`config.mk`:
```
export PLATFORM = sky130hd
export DESIGN_NAME = rtm_retire_monitor
export DESIGN_NICKNAME = d
export VERILOG_FILES = /design/src/inc/rtm_pkg.sv /design/src/rtl/rtm_trap_encode.sv /design/src/rtl/rtm_retire_monitor.sv
export SDC_FILE = /design/constraint.sdc
export NUM_CORES = 1
export LEC_CHECK = 0
export BUFFER_PORTS_ARGS = -buffer_cell sky130_fd_sc_hd__buf_4
export CAP_MARGIN = 20
export CORE_UTILIZATION = 53
export CTS_BUF_LIST = sky130_fd_sc_hd__clkbuf_16
export DETAILED_ROUTE_END_ITERATION = 6
export GPL_TIMING_DRIVEN = 0
export PLACE_DENSITY = 0.81
export SLEW_MARGIN = 20
export SYNTH_ARGS = -nofsm -noshare
export SYNTH_HDL_FRONTEND = slang
export SYNTH_SLANG_ARGS = --single-unit
```
`constraint.sdc`:
```
create_clock -name pclk -period 3.1 [get_ports pclk]
set_clock_uncertainty 0.05 [all_clocks]
set_input_delay 0.93 -clock pclk [delete_from_list [all_inputs] [get_ports pclk]]
set_output_delay 0.93 -clock pclk [all_outputs]
set_load 0.01 [all_outputs]
```
`src/inc/rtm_pkg.sv`:
```
package rtm_pkg;

  // Retirement slots reported per cycle
  localparam int RETIRE_SLOT_COUNT = 1;

  // Record widths
  localparam int REC_W = 14;
  localparam int WU_CAUSE_W = 11;
  localparam int ECAUSE_W = 6;
  localparam int DCAUSE_W = 3;
  localparam int CTYPE_W = 2;

  // Trap record field positions
  localparam int TRAP_F_TRAP = 0;
  localparam int TRAP_F_EXC = 1;
  localparam int TRAP_F_DBG = 2;
  localparam int TRAP_F_ECAUSE_LO = 3;
  localparam int TRAP_F_DCAUSE_LO = 9;
  localparam int TRAP_F_CTYPE_LO = 12;

  // Wakeup record field positions
  localparam int WU_F_WU = 0;
  localparam int WU_F_IRQ = 1;
  localparam int WU_F_DBG = 2;
  localparam int WU_F_CAUSE_LO = 3;

  // Debug cause codes
  localparam logic [2:0] DBG_NONE = 3'h0;
  localparam logic [2:0] DBG_EBREAK = 3'h1;
  localparam logic [2:0] DBG_TRIGGER = 3'h2;
  localparam logic [2:0] DBG_EXT = 3'h3;
  localparam logic [2:0] DBG_STEP = 3'h4;

  // Exception codes
  localparam logic [5:0] EXC_INSTR_ACCESS = 6'h01;
  localparam logic [5:0] EXC_ILLEGAL = 6'h02;
  localparam logic [5:0] EXC_BREAKPOINT = 6'h03;
  localparam logic [5:0] EXC_LOAD_ACCESS = 6'h05;
  localparam logic [5:0] EXC_STORE_ACCESS = 6'h07;
  localparam logic [5:0] EXC_ECALL_U = 6'h08;
  localparam logic [5:0] EXC_ECALL_M = 6'h0B;
  localparam logic [5:0] EXC_IBUS_FAULT = 6'h30;
  localparam logic [5:0] EXC_IPARITY = 6'h31;

  // Cause types
  localparam logic [1:0] CT_0 = 2'h0;
  localparam logic [1:0] CT_1 = 2'h1;
  localparam logic [1:0] CT_2 = 2'h2;

  // Register byte offsets
  localparam logic [11:0] REG_CTRL = 12'h000;
  localparam logic [11:0] REG_ORDER_LO = 12'h004;
  localparam logic [11:0] REG_ORDER_HI = 12'h008;
  localparam logic [11:0] REG_LAST_TRAP = 12'h00C;
  localparam logic [11:0] REG_PENDING = 12'h010;

  // Control bits and reset value
  localparam int CTRL_F_EN = 0;
  localparam int CTRL_F_CLR = 1;
  localparam logic CTRL_EN_RESET = 1'b1;

  // Fault source of a retiring instruction
  typedef enum logic [3:0] {
    TK_NONE,
    TK_IFETCH_ATTR,
    TK_IFETCH_PROT,
    TK_ILLEGAL,
    TK_EBREAK,
    TK_LOAD_IO_MISAL,
    TK_LOAD_PROT,
    TK_STORE_IO_MISAL,
    TK_STORE_PROT,
    TK_ECALL_U,
    TK_ECALL_M,
    TK_IFETCH_BUS,
    TK_IFETCH_PARITY,
    TK_TRIGGER
  } rtm_trap_kind_t;

endpackage : rtm_pkg

```
`src/rtl/rtm_trap_encode.sv`:
```
`timescale 1ns/100ps
module rtm_trap_encode
(
  // Instruction event
  input wire rtm_pkg::rtm_trap_kind_t kind,
  input wire logic in_dbg_mode,
  input wire logic ebreakm,
  input wire logic single_step,
  // Encoded result
  output logic [rtm_pkg::REC_W-1:0] trap_rec,
  output logic enters_debug,
  output logic [rtm_pkg::DCAUSE_W-1:0] dbg_cause
);
  import rtm_pkg::*;

  logic exc;
  logic dbg;
  logic [ECAUSE_W-1:0] ecause;
  logic [CTYPE_W-1:0] ctype;

  // Map the fault source onto flags, codes and cause type
  always_comb
  begin
    exc = 1'b0;
    dbg = 1'b0;
    ecause = '0;
    ctype = CT_0;
    dbg_cause = DBG_NONE;
    case (kind)
      TK_NONE: ;
      TK_IFETCH_ATTR:
      begin
        exc = 1'b1;
        ecause = EXC_INSTR_ACCESS;
      end
      TK_IFETCH_PROT:
      begin
        exc = 1'b1;
        ecause = EXC_INSTR_ACCESS;
        ctype = CT_1;
      end
      TK_ILLEGAL:
      begin
        exc = 1'b1;
        ecause = EXC_ILLEGAL;
      end
      TK_EBREAK:
      begin
        // Inside debug mode the jump back touches no CSRs
        if (in_dbg_mode || ebreakm)
        begin
          dbg = 1'b1;
          dbg_cause = DBG_EBREAK;
        end
        else
        begin
          exc = 1'b1;
          ecause = EXC_BREAKPOINT;
        end
      end
      TK_LOAD_IO_MISAL:
      begin
        exc = 1'b1;
        ecause = EXC_LOAD_ACCESS;
      end
      TK_LOAD_PROT:
      begin
        exc = 1'b1;
        ecause = EXC_LOAD_ACCESS;
        ctype = CT_2;
      end
      TK_STORE_IO_MISAL:
      begin
        exc = 1'b1;
        ecause = EXC_STORE_ACCESS;
      end
      TK_STORE_PROT:
      begin
        exc = 1'b1;
        ecause = EXC_STORE_ACCESS;
        ctype = CT_2;
      end
      TK_ECALL_U:
      begin
        exc = 1'b1;
        ecause = EXC_ECALL_U;
      end
      TK_ECALL_M:
      begin
        exc = 1'b1;
        ecause = EXC_ECALL_M;
      end
      TK_IFETCH_BUS:
      begin
        exc = 1'b1;
        ecause = EXC_IBUS_FAULT;
      end
      TK_IFETCH_PARITY:
      begin
        exc = 1'b1;
        ecause = EXC_IPARITY;
      end
      TK_TRIGGER:
      begin
        dbg = 1'b1;
        dbg_cause = DBG_TRIGGER;
      end
      default: ;
    endcase
    // A step keeps any exception flag; breakpoint or trigger cause wins
    if (single_step && !in_dbg_mode && !dbg)
    begin
      dbg = 1'b1;
      dbg_cause = DBG_STEP;
    end
  end

  // Pack the record
  always_comb
  begin
    trap_rec = '0;
    trap_rec[TRAP_F_TRAP] = exc | dbg;
    trap_rec[TRAP_F_EXC] = exc;
    trap_rec[TRAP_F_DBG] = dbg;
    trap_rec[TRAP_F_ECAUSE_LO +: ECAUSE_W] = ecause;
    trap_rec[TRAP_F_DCAUSE_LO +: DCAUSE_W] = dbg_cause;
    trap_rec[TRAP_F_CTYPE_LO +: CTYPE_W] = ctype;
    enters_debug = dbg;
  end

endmodule : rtm_trap_encode

```
`src/rtl/rtm_retire_monitor.sv`:
```
`timescale 1ns/100ps
// Overview of operation
// - Debug entry lies between instructions; handler record shows it.
// - Debug cause appears only on first handler instruction, else zero.
// - Debug cause codes: none 0, ebreak 1, trigger 2, external 3, step 4.
// - Debug-mode flag high for instructions executed in debug mode.
// - Two-bit pending NMI output, low bit set while an NMI pends.
// - NMI high bit is zero for loads, one for stores.
// - Sleep flag set on last instruction before sleep.
// - Wakeup flag set on first instruction after waking.
// - Wakeup record: flag 0, interrupt 1, debug 2, cause 13..3.
// - Wakeup interrupt/debug flags show the source; cause holds the code.
// - Outputs mean something only while valid is high.
// - Each retired or trapped instruction raises valid and bumps order.
// - Trap record: flags 2..0, cause 8..3, dcause 11..9, type 13..12.
// - Trap flag set for any synchronous exception or breakpoint, trigger or step debug entry; external entry leaves it clear.
// - Exception flag without debug entry; stepped exception sets both.
// - Cause type separates faults sharing one code.
// - A trap is followed next cycle by CSR effects and handler jump.
// - Breakpoint exception reports code 0x03, type 0.
// - Load fault 0x05, store 0x07; type 0 I/O misalign, 2 protection.
// - Environment call 0x08 from user, 0x0B from machine, type 0.
// - Fetch 0x01 (type 0 attr, 1 prot), bus 0x30, parity 0x31.
// - Debug causes: breakpoint 1, trigger 2, single step 4.
module rtm_retire_monitor
(
  // Clock and reset
  input wire logic pclk,
  input wire logic presetn,
  // APB slave
  input wire logic psel,
  input wire logic penable,
  input wire logic pwrite,
  input wire logic [11:0] paddr,
  input wire logic [31:0] pwdata,
  output logic [31:0] prdata,
  output logic pready,
  output logic pslverr,
  // Core retirement, one entry per slot
  input wire logic [rtm_pkg::RETIRE_SLOT_COUNT-1:0] ret_valid,
  input wire logic [rtm_pkg::RETIRE_SLOT_COUNT-1:0][31:0] ret_pc,
  input wire logic [rtm_pkg::RETIRE_SLOT_COUNT-1:0] ret_dbg_mode,
  input wire rtm_pkg::rtm_trap_kind_t [rtm_pkg::RETIRE_SLOT_COUNT-1:0] ret_kind,
  input wire logic [rtm_pkg::RETIRE_SLOT_COUNT-1:0] ret_step,
  input wire logic [rtm_pkg::RETIRE_SLOT_COUNT-1:0] ret_sleep,
  // Core status
  input wire logic ebreakm,
  input wire logic nmi_pending,
  input wire logic nmi_store,
  input wire logic dbg_ext_entry,
  // Wakeup event
  input wire logic wake_event,
  input wire logic wake_irq,
  input wire logic wake_dbg,
  input wire logic [rtm_pkg::WU_CAUSE_W-1:0] wake_cause,
  // Trace outputs
  output logic [rtm_pkg::RETIRE_SLOT_COUNT-1:0] rvfi_valid,
  output logic [rtm_pkg::RETIRE_SLOT_COUNT-1:0][63:0] rvfi_order,
  output logic [rtm_pkg::RETIRE_SLOT_COUNT-1:0][31:0] rvfi_pc_rdata,
  output logic [rtm_pkg::RETIRE_SLOT_COUNT-1:0][2:0] rvfi_dbg,
  output logic [rtm_pkg::RETIRE_SLOT_COUNT-1:0] rvfi_dbg_mode,
  output logic [1:0] rvfi_nmip,
  output logic [rtm_pkg::RETIRE_SLOT_COUNT-1:0] rvfi_sleep,
  output logic [rtm_pkg::RETIRE_SLOT_COUNT-1:0][13:0] wakeup_record,
  output logic [rtm_pkg::RETIRE_SLOT_COUNT-1:0][13:0] rvfi_trap
);
  import rtm_pkg::*;

  localparam int N = RETIRE_SLOT_COUNT;

  typedef struct packed {
    logic en;
    logic [63:0] order;
    logic [2:0] dbg_pend;
    logic wu_pend;
    logic wu_irq;
    logic wu_dbg;
    logic [WU_CAUSE_W-1:0] wu_cause;
    logic [REC_W-1:0] last_trap;
    logic [N-1:0] valid;
    logic [N-1:0][63:0] ord;
    logic [N-1:0][31:0] pc;
    logic [N-1:0][2:0] dbg;
    logic [N-1:0] dmode;
    logic [1:0] nmip;
    logic [N-1:0] sleep;
    logic [N-1:0][REC_W-1:0] wu;
    logic [N-1:0][REC_W-1:0] trap;
    logic [31:0] prdata;
    logic pready;
    logic pslverr;
  } rtm_state_t;

  rtm_state_t st_q;
  rtm_state_t st_d;

  logic [N-1:0][REC_W-1:0] enc_rec;
  logic [N-1:0] enc_dbg;
  logic [N-1:0][DCAUSE_W-1:0] enc_dcause;
  logic apb_wr;

  // Register read mux; 1 in bit 32 flags an unmapped address
  function automatic logic [32:0] rtm_read(input logic [11:0] addr,
                                           input rtm_state_t s);
    logic [32:0] r;
    r = '0;
    case (addr)
      REG_CTRL: r[CTRL_F_EN] = s.en;
      REG_ORDER_LO: r[31:0] = s.order[31:0];
      REG_ORDER_HI: r[31:0] = s.order[63:32];
      REG_LAST_TRAP: r[REC_W-1:0] = s.last_trap;
      REG_PENDING: r[5:0] = {s.nmip, s.wu_pend, s.dbg_pend};
      default: r[32] = 1'b1;
    endcase
    return r;
  endfunction : rtm_read

  // One encoder per retirement slot
  for (genvar i = 0; i < N; i++)
  begin : g_slot
    rtm_trap_encode u_enc (
      .kind(ret_kind[i]),
      .in_dbg_mode(ret_dbg_mode[i]),
      .ebreakm(ebreakm),
      .single_step(ret_step[i]),
      .trap_rec(enc_rec[i]),
      .enters_debug(enc_dbg[i]),
      .dbg_cause(enc_dcause[i])
    );
  end

  // Write takes effect only in the access cycle the slave completes
  assign apb_wr = psel & penable & pwrite & st_q.pready;

  // Next-state logic for the whole block
  always_comb
  begin
    logic [32:0] rd;
    rd = '0;
    st_d = st_q;
    st_d.valid = '0;
    st_d.nmip = {nmi_pending & nmi_store, nmi_pending};

    // APB: answer in the cycle after setup, no wait states
    st_d.pready = 1'b0;
    st_d.pslverr = 1'b0;
    st_d.prdata = '0;
    if (psel && !penable)
    begin
      rd = rtm_read(paddr, st_q);
      st_d.pready = 1'b1;
      st_d.pslverr = rd[32];
      st_d.prdata = pwrite ? 32'h0000_0000 : rd[31:0];
    end
    if (apb_wr && (paddr == REG_CTRL))
    begin
      st_d.en = pwdata[CTRL_F_EN];
      if (pwdata[CTRL_F_CLR])
        st_d.order = '0;
    end

    // Walk slots in program order so pending causes land on the first
    for (int i = 0; i < N; i++)
    begin
      st_d.dbg[i] = DBG_NONE;
      st_d.wu[i] = '0;
      st_d.trap[i] = '0;
      st_d.sleep[i] = 1'b0;
      st_d.dmode[i] = 1'b0;
      st_d.pc[i] = ret_pc[i];
      st_d.ord[i] = st_d.order;
      if (ret_valid[i] && st_q.en)
      begin
        st_d.valid[i] = 1'b1;
        st_d.order = st_d.order + 64'h0000_0000_0000_0001;
        st_d.ord[i] = st_d.order;
        st_d.dmode[i] = ret_dbg_mode[i];
        st_d.sleep[i] = ret_sleep[i];
        st_d.trap[i] = enc_rec[i];
        // Handler's first instruction carries the cause, then it clears
        st_d.dbg[i] = st_d.dbg_pend;
        st_d.dbg_pend = DBG_NONE;
        if (st_d.wu_pend)
        begin
          st_d.wu[i][WU_F_WU] = 1'b1;
          st_d.wu[i][WU_F_IRQ] = st_d.wu_irq;
          st_d.wu[i][WU_F_DBG] = st_d.wu_dbg;
          st_d.wu[i][WU_F_CAUSE_LO +: WU_CAUSE_W] = st_d.wu_cause;
          st_d.wu_pend = 1'b0;
        end
        // The core applies CSR effects and jumps next cycle
        if (enc_rec[i][TRAP_F_TRAP])
          st_d.last_trap = enc_rec[i];
        if (enc_dbg[i])
          st_d.dbg_pend = enc_dcause[i];
      end
    end

    // Asynchronous debug request enters between instructions
    if (dbg_ext_entry && st_d.dbg_pend == DBG_NONE)
      st_d.dbg_pend = DBG_EXT;
    // New wakeup wins over the consumption in the same cycle
    if (wake_event)
    begin
      st_d.wu_pend = 1'b1;
      st_d.wu_irq = wake_irq;
      st_d.wu_dbg = wake_dbg;
      st_d.wu_cause = wake_cause;
    end
  end

  // State register
  always_ff @(posedge pclk or negedge presetn)
  begin
    if (!presetn)
    begin
      st_q <= '0;
      st_q.en <= CTRL_EN_RESET;
    end
    else
      st_q <= st_d;
  end

  // Outputs come straight from the state register
  assign prdata = st_q.prdata;
  assign pready = st_q.pready;
  assign pslverr = st_q.pslverr;
  assign rvfi_valid = st_q.valid;
  assign rvfi_order = st_q.ord;
  assign rvfi_pc_rdata = st_q.pc;
  assign rvfi_dbg = st_q.dbg;
  assign rvfi_dbg_mode = st_q.dmode;
  assign rvfi_nmip = st_q.nmip;
  assign rvfi_sleep = st_q.sleep;
  assign wakeup_record = st_q.wu;
  assign rvfi_trap = st_q.trap;

  // Valid follows a retirement by one cycle
  property p_valid;
    @(posedge pclk) disable iff (!presetn)
    ret_valid[0] && st_q.en |=> rvfi_valid[0];
  endproperty
  a_valid: assert property (p_valid) else $error("valid missing");

  // Order advances by exactly one per record
  property p_order;
    @(posedge pclk) disable iff (!presetn)
    ret_valid[0] && st_q.en && !apb_wr
      |=> rvfi_order[0] == $past(st_q.order) + 64'h0000_0000_0000_0001;
  endproperty
  a_order: assert property (p_order) else $error("order step wrong");

  // Cause reported once, then zero on the following record
  property p_dbg_once;
    @(posedge pclk) disable iff (!presetn)
    rvfi_valid[0] && rvfi_dbg[0] != DBG_NONE && st_q.dbg_pend == DBG_NONE
      && !dbg_ext_entry && !(ret_valid[0] && enc_dbg[0]) ##1
      ret_valid[0] && st_q.en |=> rvfi_dbg[0] == DBG_NONE;
  endproperty
  a_dbg_once: assert property (p_dbg_once) else $error("cause kept");

  // Trigger entry shows cause 2 on the next record
  property p_trig;
    @(posedge pclk) disable iff (!presetn)
    ret_valid[0] && st_q.en && ret_kind[0] == TK_TRIGGER ##1
      ret_valid[0] && st_q.en |=> rvfi_dbg[0] == DBG_TRIGGER;
  endproperty
  a_trig: assert property (p_trig) else $error("trigger cause lost");

  // Debug mode flag mirrors the core
  property p_dmode;
    @(posedge pclk) disable iff (!presetn)
    ret_valid[0] && st_q.en |=> rvfi_dbg_mode[0] == $past(ret_dbg_mode[0]);
  endproperty
  a_dmode: assert property (p_dmode) else $error("dbg mode wrong");

  // Store NMI shows both bits
  property p_nmip;
    @(posedge pclk) disable iff (!presetn)
    nmi_pending |=> rvfi_nmip == {$past(nmi_store), 1'b1};
  endproperty
  a_nmip: assert property (p_nmip) else $error("nmip wrong");

  // Wakeup flag lands on the next record after the event
  property p_wake;
    @(posedge pclk) disable iff (!presetn)
    wake_event ##1 ret_valid[0] && st_q.en |=> wakeup_record[0][WU_F_WU]
      && wakeup_record[0][WU_F_IRQ] == $past(wake_irq, 2);
  endproperty
  a_wake: assert property (p_wake) else $error("wakeup lost");

  // Trap flag is the OR of exception and debug flags
  property p_trapflag;
    @(posedge pclk) disable iff (!presetn)
    rvfi_valid[0] |-> rvfi_trap[0][TRAP_F_TRAP] ==
      (rvfi_trap[0][TRAP_F_EXC] | rvfi_trap[0][TRAP_F_DBG]);
  endproperty
  a_trapflag: assert property (p_trapflag) else $error("trap flag");

  // Machine ecall reports 0x0B, type 0
  property p_ecall;
    @(posedge pclk) disable iff (!presetn)
    ret_valid[0] && st_q.en && ret_kind[0] == TK_ECALL_M |=>
      rvfi_trap[0][TRAP_F_ECAUSE_LO +: ECAUSE_W] == EXC_ECALL_M
      && rvfi_trap[0][TRAP_F_CTYPE_LO +: CTYPE_W] == CT_0;
  endproperty
  a_ecall: assert property (p_ecall) else $error("ecall code");

  // Plain breakpoint becomes exception 0x03
  property p_ebreak;
    @(posedge pclk) disable iff (!presetn)
    ret_valid[0] && st_q.en && ret_kind[0] == TK_EBREAK && !ebreakm
      && !ret_dbg_mode[0] |=> rvfi_trap[0][TRAP_F_EXC]
      && rvfi_trap[0][TRAP_F_ECAUSE_LO +: ECAUSE_W] == EXC_BREAKPOINT;
  endproperty
  a_ebreak: assert property (p_ebreak) else $error("ebreak code");

endmodule : rtm_retire_monitor

```
======== Yosys cells after proc, flatten, opt, wreduce, memory -nomap -nowiden ========
Index checks and enable logic that the tools add are counted.
storage, ports and cells
  bits in latches ......................... 0
  memory bits (writable) .................. 0
  bits in registers ....................... 262
  input port bits ......................... 107
  output and inout port bits .............. 166
  ROM bits ................................ 0
  memories ................................ 0
operators by class
  multiply operators ...................... 0
  add/subtract/negate cells ............... 1
  $lt $le $gt $ge ......................... 0
  bitwise logic cells ..................... 5
  equality and inequality tests ........... 17
  divide/modulo/power cells ............... 0
  shift-type cells ........................ 0
  reduce and logical (&&, ||, !) cells .... 20
  muxes and demuxes ....................... 28
operator list
  cell                     number
  $mux W64                 2
  $mux W68                 1
  $mux W65                 1
  $add A64 B1 Y64 const B  1
  $pmux W6 S9              1
  $pmux W18 S2             1
  $mux W34                 1
  $mux W32                 1
  $mux W29                 1
  $mux W14                 2
  $eq A12 B4 Y1 const B    2
  $eq A4 B4 Y1 const B     6
  $pmux W8 S3              1
  $pmux W5 S4              1
  $eq A4 B3 Y1 const B     4
  $eq A12 B3 Y1 const B    1
  $eq A12 B5 Y1 const B    1
  $logic_not A12 Y1        1
  $reduce_or A11 Y1        1
  $mux W3                  3
  $eq A4 B2 Y1 const B     2
  $reduce_or A2 Y1         4
  $logic_and A1 B1 Y1      6
  $pmux W3 S2              1
  15 further kinds         25

======== Depth between registers and ports, before layout ========
  depth after elaboration ................. 11
  gate-level depth with buffers ........... 13
  depth with buffers taken out ............ 10

======== Hierarchy ========
From an unflattened synthesis, not the netlist that was laid out.
unflattened totals
  cells, all modules ...................... 908
  area total of the unflattened synthesis .. 9,477.8 um^2
by module, submodules not included
  module              times used  cells each  sequential area each (um^2)  area an instance (um^2)
  rtm_retire_monitor  1           861         4,956.0                      9,175.0
  rtm_trap_encode     1           47          0.0                          302.8

======== Least setup slack after synthesis ========
OpenSTA, ideal clock, no wires.
  path type ............................... input to register
  start ................................... in paddr[0]
  end ..................................... reg st_q, in the netlist rvfi_order[40]
  arrival time ............................ 3,461 ps
  setup slack ............................. -547 ps
  cell stages on the path ................. 12
  library setup time ...................... 136 ps
  required time ........................... 2,914 ps
  cells stage by stage .................... or4_4 -> or4_4 -> buf_6 -> or2_1 -> buf_6 -> and2_1 -> ha_1 -> nand2_1 -> nor4_4 -> nand2_1 -> or4_1 -> a21oi_1
RTL lines
  what                  RTL line                   source
  from (decl)           rtm_retire_monitor.sv:34   input wire logic [11:0] paddr,
  to (signal assigned)  rtm_retire_monitor.sv:221  st_q <= st_d;
  to (decl)             rtm_retire_monitor.sv:94   rtm_state_t st_q;

==> impl.org <==
** Clock network
- TritonCTS buffer count :: 17
- No sink is reached through more buffers than the 2 on the longest clock path.
- Cell at the root of the clock tree :: clkbuf_16
- Sinks on Clock Net :: 196
- At the later pin of the worst-skew pair, clock insertion delay measures 440 ps.
- In this run the number of H-tree levels came out at 4.
- Worst-path clk slew :: 80 ps
- TritonCTS built the clock tree.
- Hold-fix buffers, CTS :: 0

** Min path
- Hold path start :: st_q[181]
- Worst Hold Class :: reg2reg
- Cell count of the worst hold path :: 1
- For hold timing, the worst endpoint is wakeup_record[4].

** Global routing
- The first global-routing pass estimated 41400 um of wire.
- Number of antenna violations at the first check in global routing :: 0
- After global routing the overflow that remains totals 0.
- Global routing used 29.6% of the available tracks across all layers.
- The via count of the first global-routing pass came to 7669.
- Entering global routing, the biggest net connects 100 pins.

** Synthesis
- Number of instances in the synthesized netlist :: 917
- After synthesis, the share of flip-flops with an asynchronous set or reset is 100%.
- Most used flip-flop cell after synthesis :: dfrtp_1
- The average instance in the mapped netlist occupies 10.4 um2.
- Flip-flop and latch count after synthesis :: 196
- Total nets after synthesis :: 1025
- The Yosys step of the flow raised 0 warnings.
- Synthesis instantiated 54 different standard cells from the library.
- Mapped Area :: 0.00956 mm2
- Sequential element share of the synthesized area :: 51.3%
- The synthesized design contains 0 enable-type register cells.

** Run
- Max-Cap Viols :: 0

** Setup path
- Cell chain of the critical path :: buf_6 > or4_4 > or4_4 > buf_8 > or2_4 > and2_4 > ha_4 > nand2_4 > nor4_4 > buf_4 > o2111ai_4 > nor2_1 > xnor2_1
- Worst setup SP type :: primary input
- In this run the critical register-to-register path is captured at rvfi_order[34].
- By startpoint and endpoint, the worst setup path is classified as in2reg.
- Among all stages on the critical path, the largest delay is contributed by or4_4.
- Cell repeated most along the worst path :: or4_4
- Kind of end point of the critical path :: flop
- Worst Path Required :: 3370 ps
- Largest stage delay on the critical path :: 570 ps
- Highest fanout seen on the critical path :: 8
- Across all register-to-register paths, the minimum setup slack is 40 ps.
- Reg-to-reg critical path startpoint :: pready
- R2R cell count :: 13
- Arrival time of the worst setup path :: 3650 ps

** Routing
- Vias after detailed routing :: 8062
- Dividing the detail-routed wire length by the instance count gives 19.1 um.
- For this run, design rule violations remaining after detail routing come to 0.
- In this run, the number of DRC markers left after iteration 0 of detailed routing was 928.
- Average vias per placed instance :: 5.62
- Number of nets with antenna violations after detailed routing :: 0
- Iteration count of the initial detailed-routing pass :: 7
- Post-Route WL :: 27400 um

** Power and ir drop
- Proportion of power drawn by combinational gates :: 5.8%
- Net switching is 24.9% of the power.
- In this run, flip-flops and latches consume 51.0% of the power.
- The clock network burns 43.2% of the power.
- Net switching power of the design :: 1.28 mW
- Leak Pwr :: 6.25 nW
- IR analysis of the VDD net gives a maximum drop of 0.414 mV.
- Pint :: 3.85 mW
- Power per standard cell area :: 401 mW/mm2

** Cells and area
- For this run, the number of standard cells in the final layout without fillers is 1434.
- Once layout is complete, the utilization of the core stands at 73.2%.
- Fin nets :: 1304
- Fraction of layout cells with a size suffix above 1 :: 46.7%
- 0 antenna diodes ended up in the layout.
- Layout overhead on the synthesized area :: 33.8%
- Number of filler instances in the final layout :: 1223

** Placement
- Input and output buffers added on the ports amount to 240.
- Detailed-placement wirelength estimate :: 19200 um
- Number of placed instances, taps included :: 1383
- Routability-driven placement finished with a final weighted congestion of 0.885.

** Outcome
- Violated checks :: negative setup slack
- The flow ran to the end, but the final reports show violations.

** STA
- For the pin with the worst max-slew slack, the measured transition is 845 ps.
- In the post-route analysis, the smallest setup slack over all paths is -281 ps.
- Setup repair after global routing could not meet its margin everywhere.
- The number of failing hold endpoints at the final stage was 0.
- Endpoints failing setup :: 29
- The final max-slew violation count came to 0.
- Dividing the final minimum period by the clock period gives 109%.
- Headroom to the max-slew limit came out at 43.2%.
- Maximum frequency from static timing analysis :: 296 MHz
- The worst path in the final design needs a cycle of 3380 ps, including I/O delays and setup.

** Floorplanning
- Die Y-Extent :: 136 um
- Width of the die :: 136 um
- Once the floorplan was initialized, standard cells occupied 54.7% of the core.
- For this design the top-level I/O count stands at 273.
- Die Footprint :: 0.0186 mm2
- Cell row count :: 48
- Core area :: 0.0175 mm2
[critical path: cells and delay by family]
kind	cells	cell delay, ps
AO/OA/AOI/OAI	1	180
buffers and inverters	3	410
adder cells (fa/ha/maj)	1	170
AND/OR/NAND/NOR	7	1810
XOR/XNOR	1	150
[cell usage after synthesis, drive strengths merged, types with 2 or more instances]
library cell | count | area share [%]
and2 | 25 | 1.7
o2111ai | 5 | 0.72
or3 | 10 | 0.65
nor4 | 18 | 1.5
nand2b | 7 | 0.46
nand2 | 51 | 2.0
inv | 18 | 0.71
a222oi | 6 | 0.63
clkbuf | 24 | 0.94
xor2 | 12 | 1.1
o211ai | 3 | 0.24
and4 | 2 | 0.18
nand4 | 21 | 1.4
o21ai | 16 | 0.84
or2 | 3 | 0.20
mux2 | 27 | 3.2
nor3 | 12 | 0.68
a211oi | 2 | 0.16
or4 | 28 | 2.3
nand3 | 28 | 1.5
dfrtp | 195 | 51
nor2 | 76 | 3.0
and3 | 12 | 0.78
a21o | 12 | 0.94
nor2b | 3 | 0.20
xnor2 | 18 | 1.6
a21bo | 3 | 0.31
a22oi | 26 | 2.0
a21oi | 43 | 2.3
buf | 175 | 14
o31ai | 26 | 2.0
nor4b | 2 | 0.18
[layer usage]
metal  part of all wire (%)  track usage, %  vias up
li1                       -               -     3627
met1                     39            39.4     3855
met2                     49            48.0      508
met3                    9.8            5.59       72
met4                    2.9            11.2        0
met5                      0               0        -
[timing repair]
item | CTS | global route
gates cloned | 2 | 0
gates resized for setup | 20 | 56
pin swaps | 31 | 29
endpoints found under the hold margin | 0 | 0
setup endpoints to repair | 30 | 78
buffers inserted | 12 | 6
[final cells by class]
class                           count  area (um2)  share of cell area [%]
Buffer                            198        1410                    11.0
Clock buffer                       17         425                    3.33
Clock inverter                     15         184                    1.44
Inverter                           18        67.6                   0.528
Multi-Input combinational cell    506        3520                    27.6
Sequential cell                   196        4910                    38.3
Tap cell                          225         282                    2.20
Timing Repair Buffer              259        2000                    15.6
[power by group through the flow]
stage | Clock [mW] | Combinational (mW) | Sequential (mW)
global placement | 0 | 0.285 | 2.66
global route | 2.35 | 0.328 | 2.62
finish | 2.21 | 0.297 | 2.61
CTS | 2.24 | 0.301 | 2.61
floorplan | 0 | 0.110 | 2.66
detailed placement | 0 | 0.298 | 2.67
[sequential cells by signal (all words and copies together) (netlist names)]
| signal | flops |
|---|---|
| pslverr | 1 |
| rvfi_pc_rdata | 32 |
| rvfi_valid | 1 |
| rvfi_sleep | 1 |
| prdata | 32 |
| st_q | 31 |
| wakeup_record | 14 |
| rvfi_nmip | 2 |
| rvfi_trap | 13 |
| rvfi_order | 64 |
| pready | 1 |
| rvfi_dbg_mode | 1 |
| rvfi_dbg | 3 |
[per-stage QoR]
stage / hold WS, ps / setup TNS (ps) / instance area (um2) / setup WS (ps) / total power [mW]
6_report: 428 / -5490 / 12800 / -281 / 5.13
5_1_grt: 456 / -6780 / 12800 / -320 / 5.29
4_1_cts: 426 / -4880 / 12500 / -276 / 5.16
3_5_place_dp: 397 / -36260 / 11700 / -1000 / 2.96
3_3_place_gp: 396 / -78360 / 11700 / -946 / 2.95
2_1_floorplan: 378 / -10940 / 9630 / -427 / 2.77
[worst max-delay path by stage]
stage,from,endpoint,slack (ps)
after global routing,paddr[10],rvfi_order[60],-320
after global placement,pwrite,rvfi_order[52],-950
final,paddr[10],rvfi_order[24],-280
after CTS,paddr[0],rvfi_order[22],-280
after floorplan,paddr[6],rvfi_order[52],-430
after detailed placement,pwrite,rvfi_order[52],-1000
[cell usage in the layout, fill, tap and decap left out, types with 11 or more instances in the layout]
master	count
and3_1	12
inv_1	18
a21oi_2	11
or4_1	15
a22oi_1	26
nor2_1	75
nand4_1	20
and2_1	22
o31ai_1	19
a21o_1	12
or4_4	13
xor2_1	12
o21ai_0	12
nand3_1	26
a21oi_1	32
mux2_2	26
xnor2_1	18
nand2_1	46
dfrtp_1	195
clkbuf_16	17
nor4_1	13
buf_4	415
clkbuf_1	17
[kinds of logic (layout without fill, tap and decap cells)]
kind of cell	Yosys count	after routing	share of synthesized area, %
compound gates	145	145	10.4
flops	196	196	51.3
xor+xnor	30	30	2.75
fa+ha+maj	1	1	0.131
simple gates	300	302	16.8
buf+inv	217	507	15.3
mux	28	28	3.32
Power figures use the tool's default switching activity.
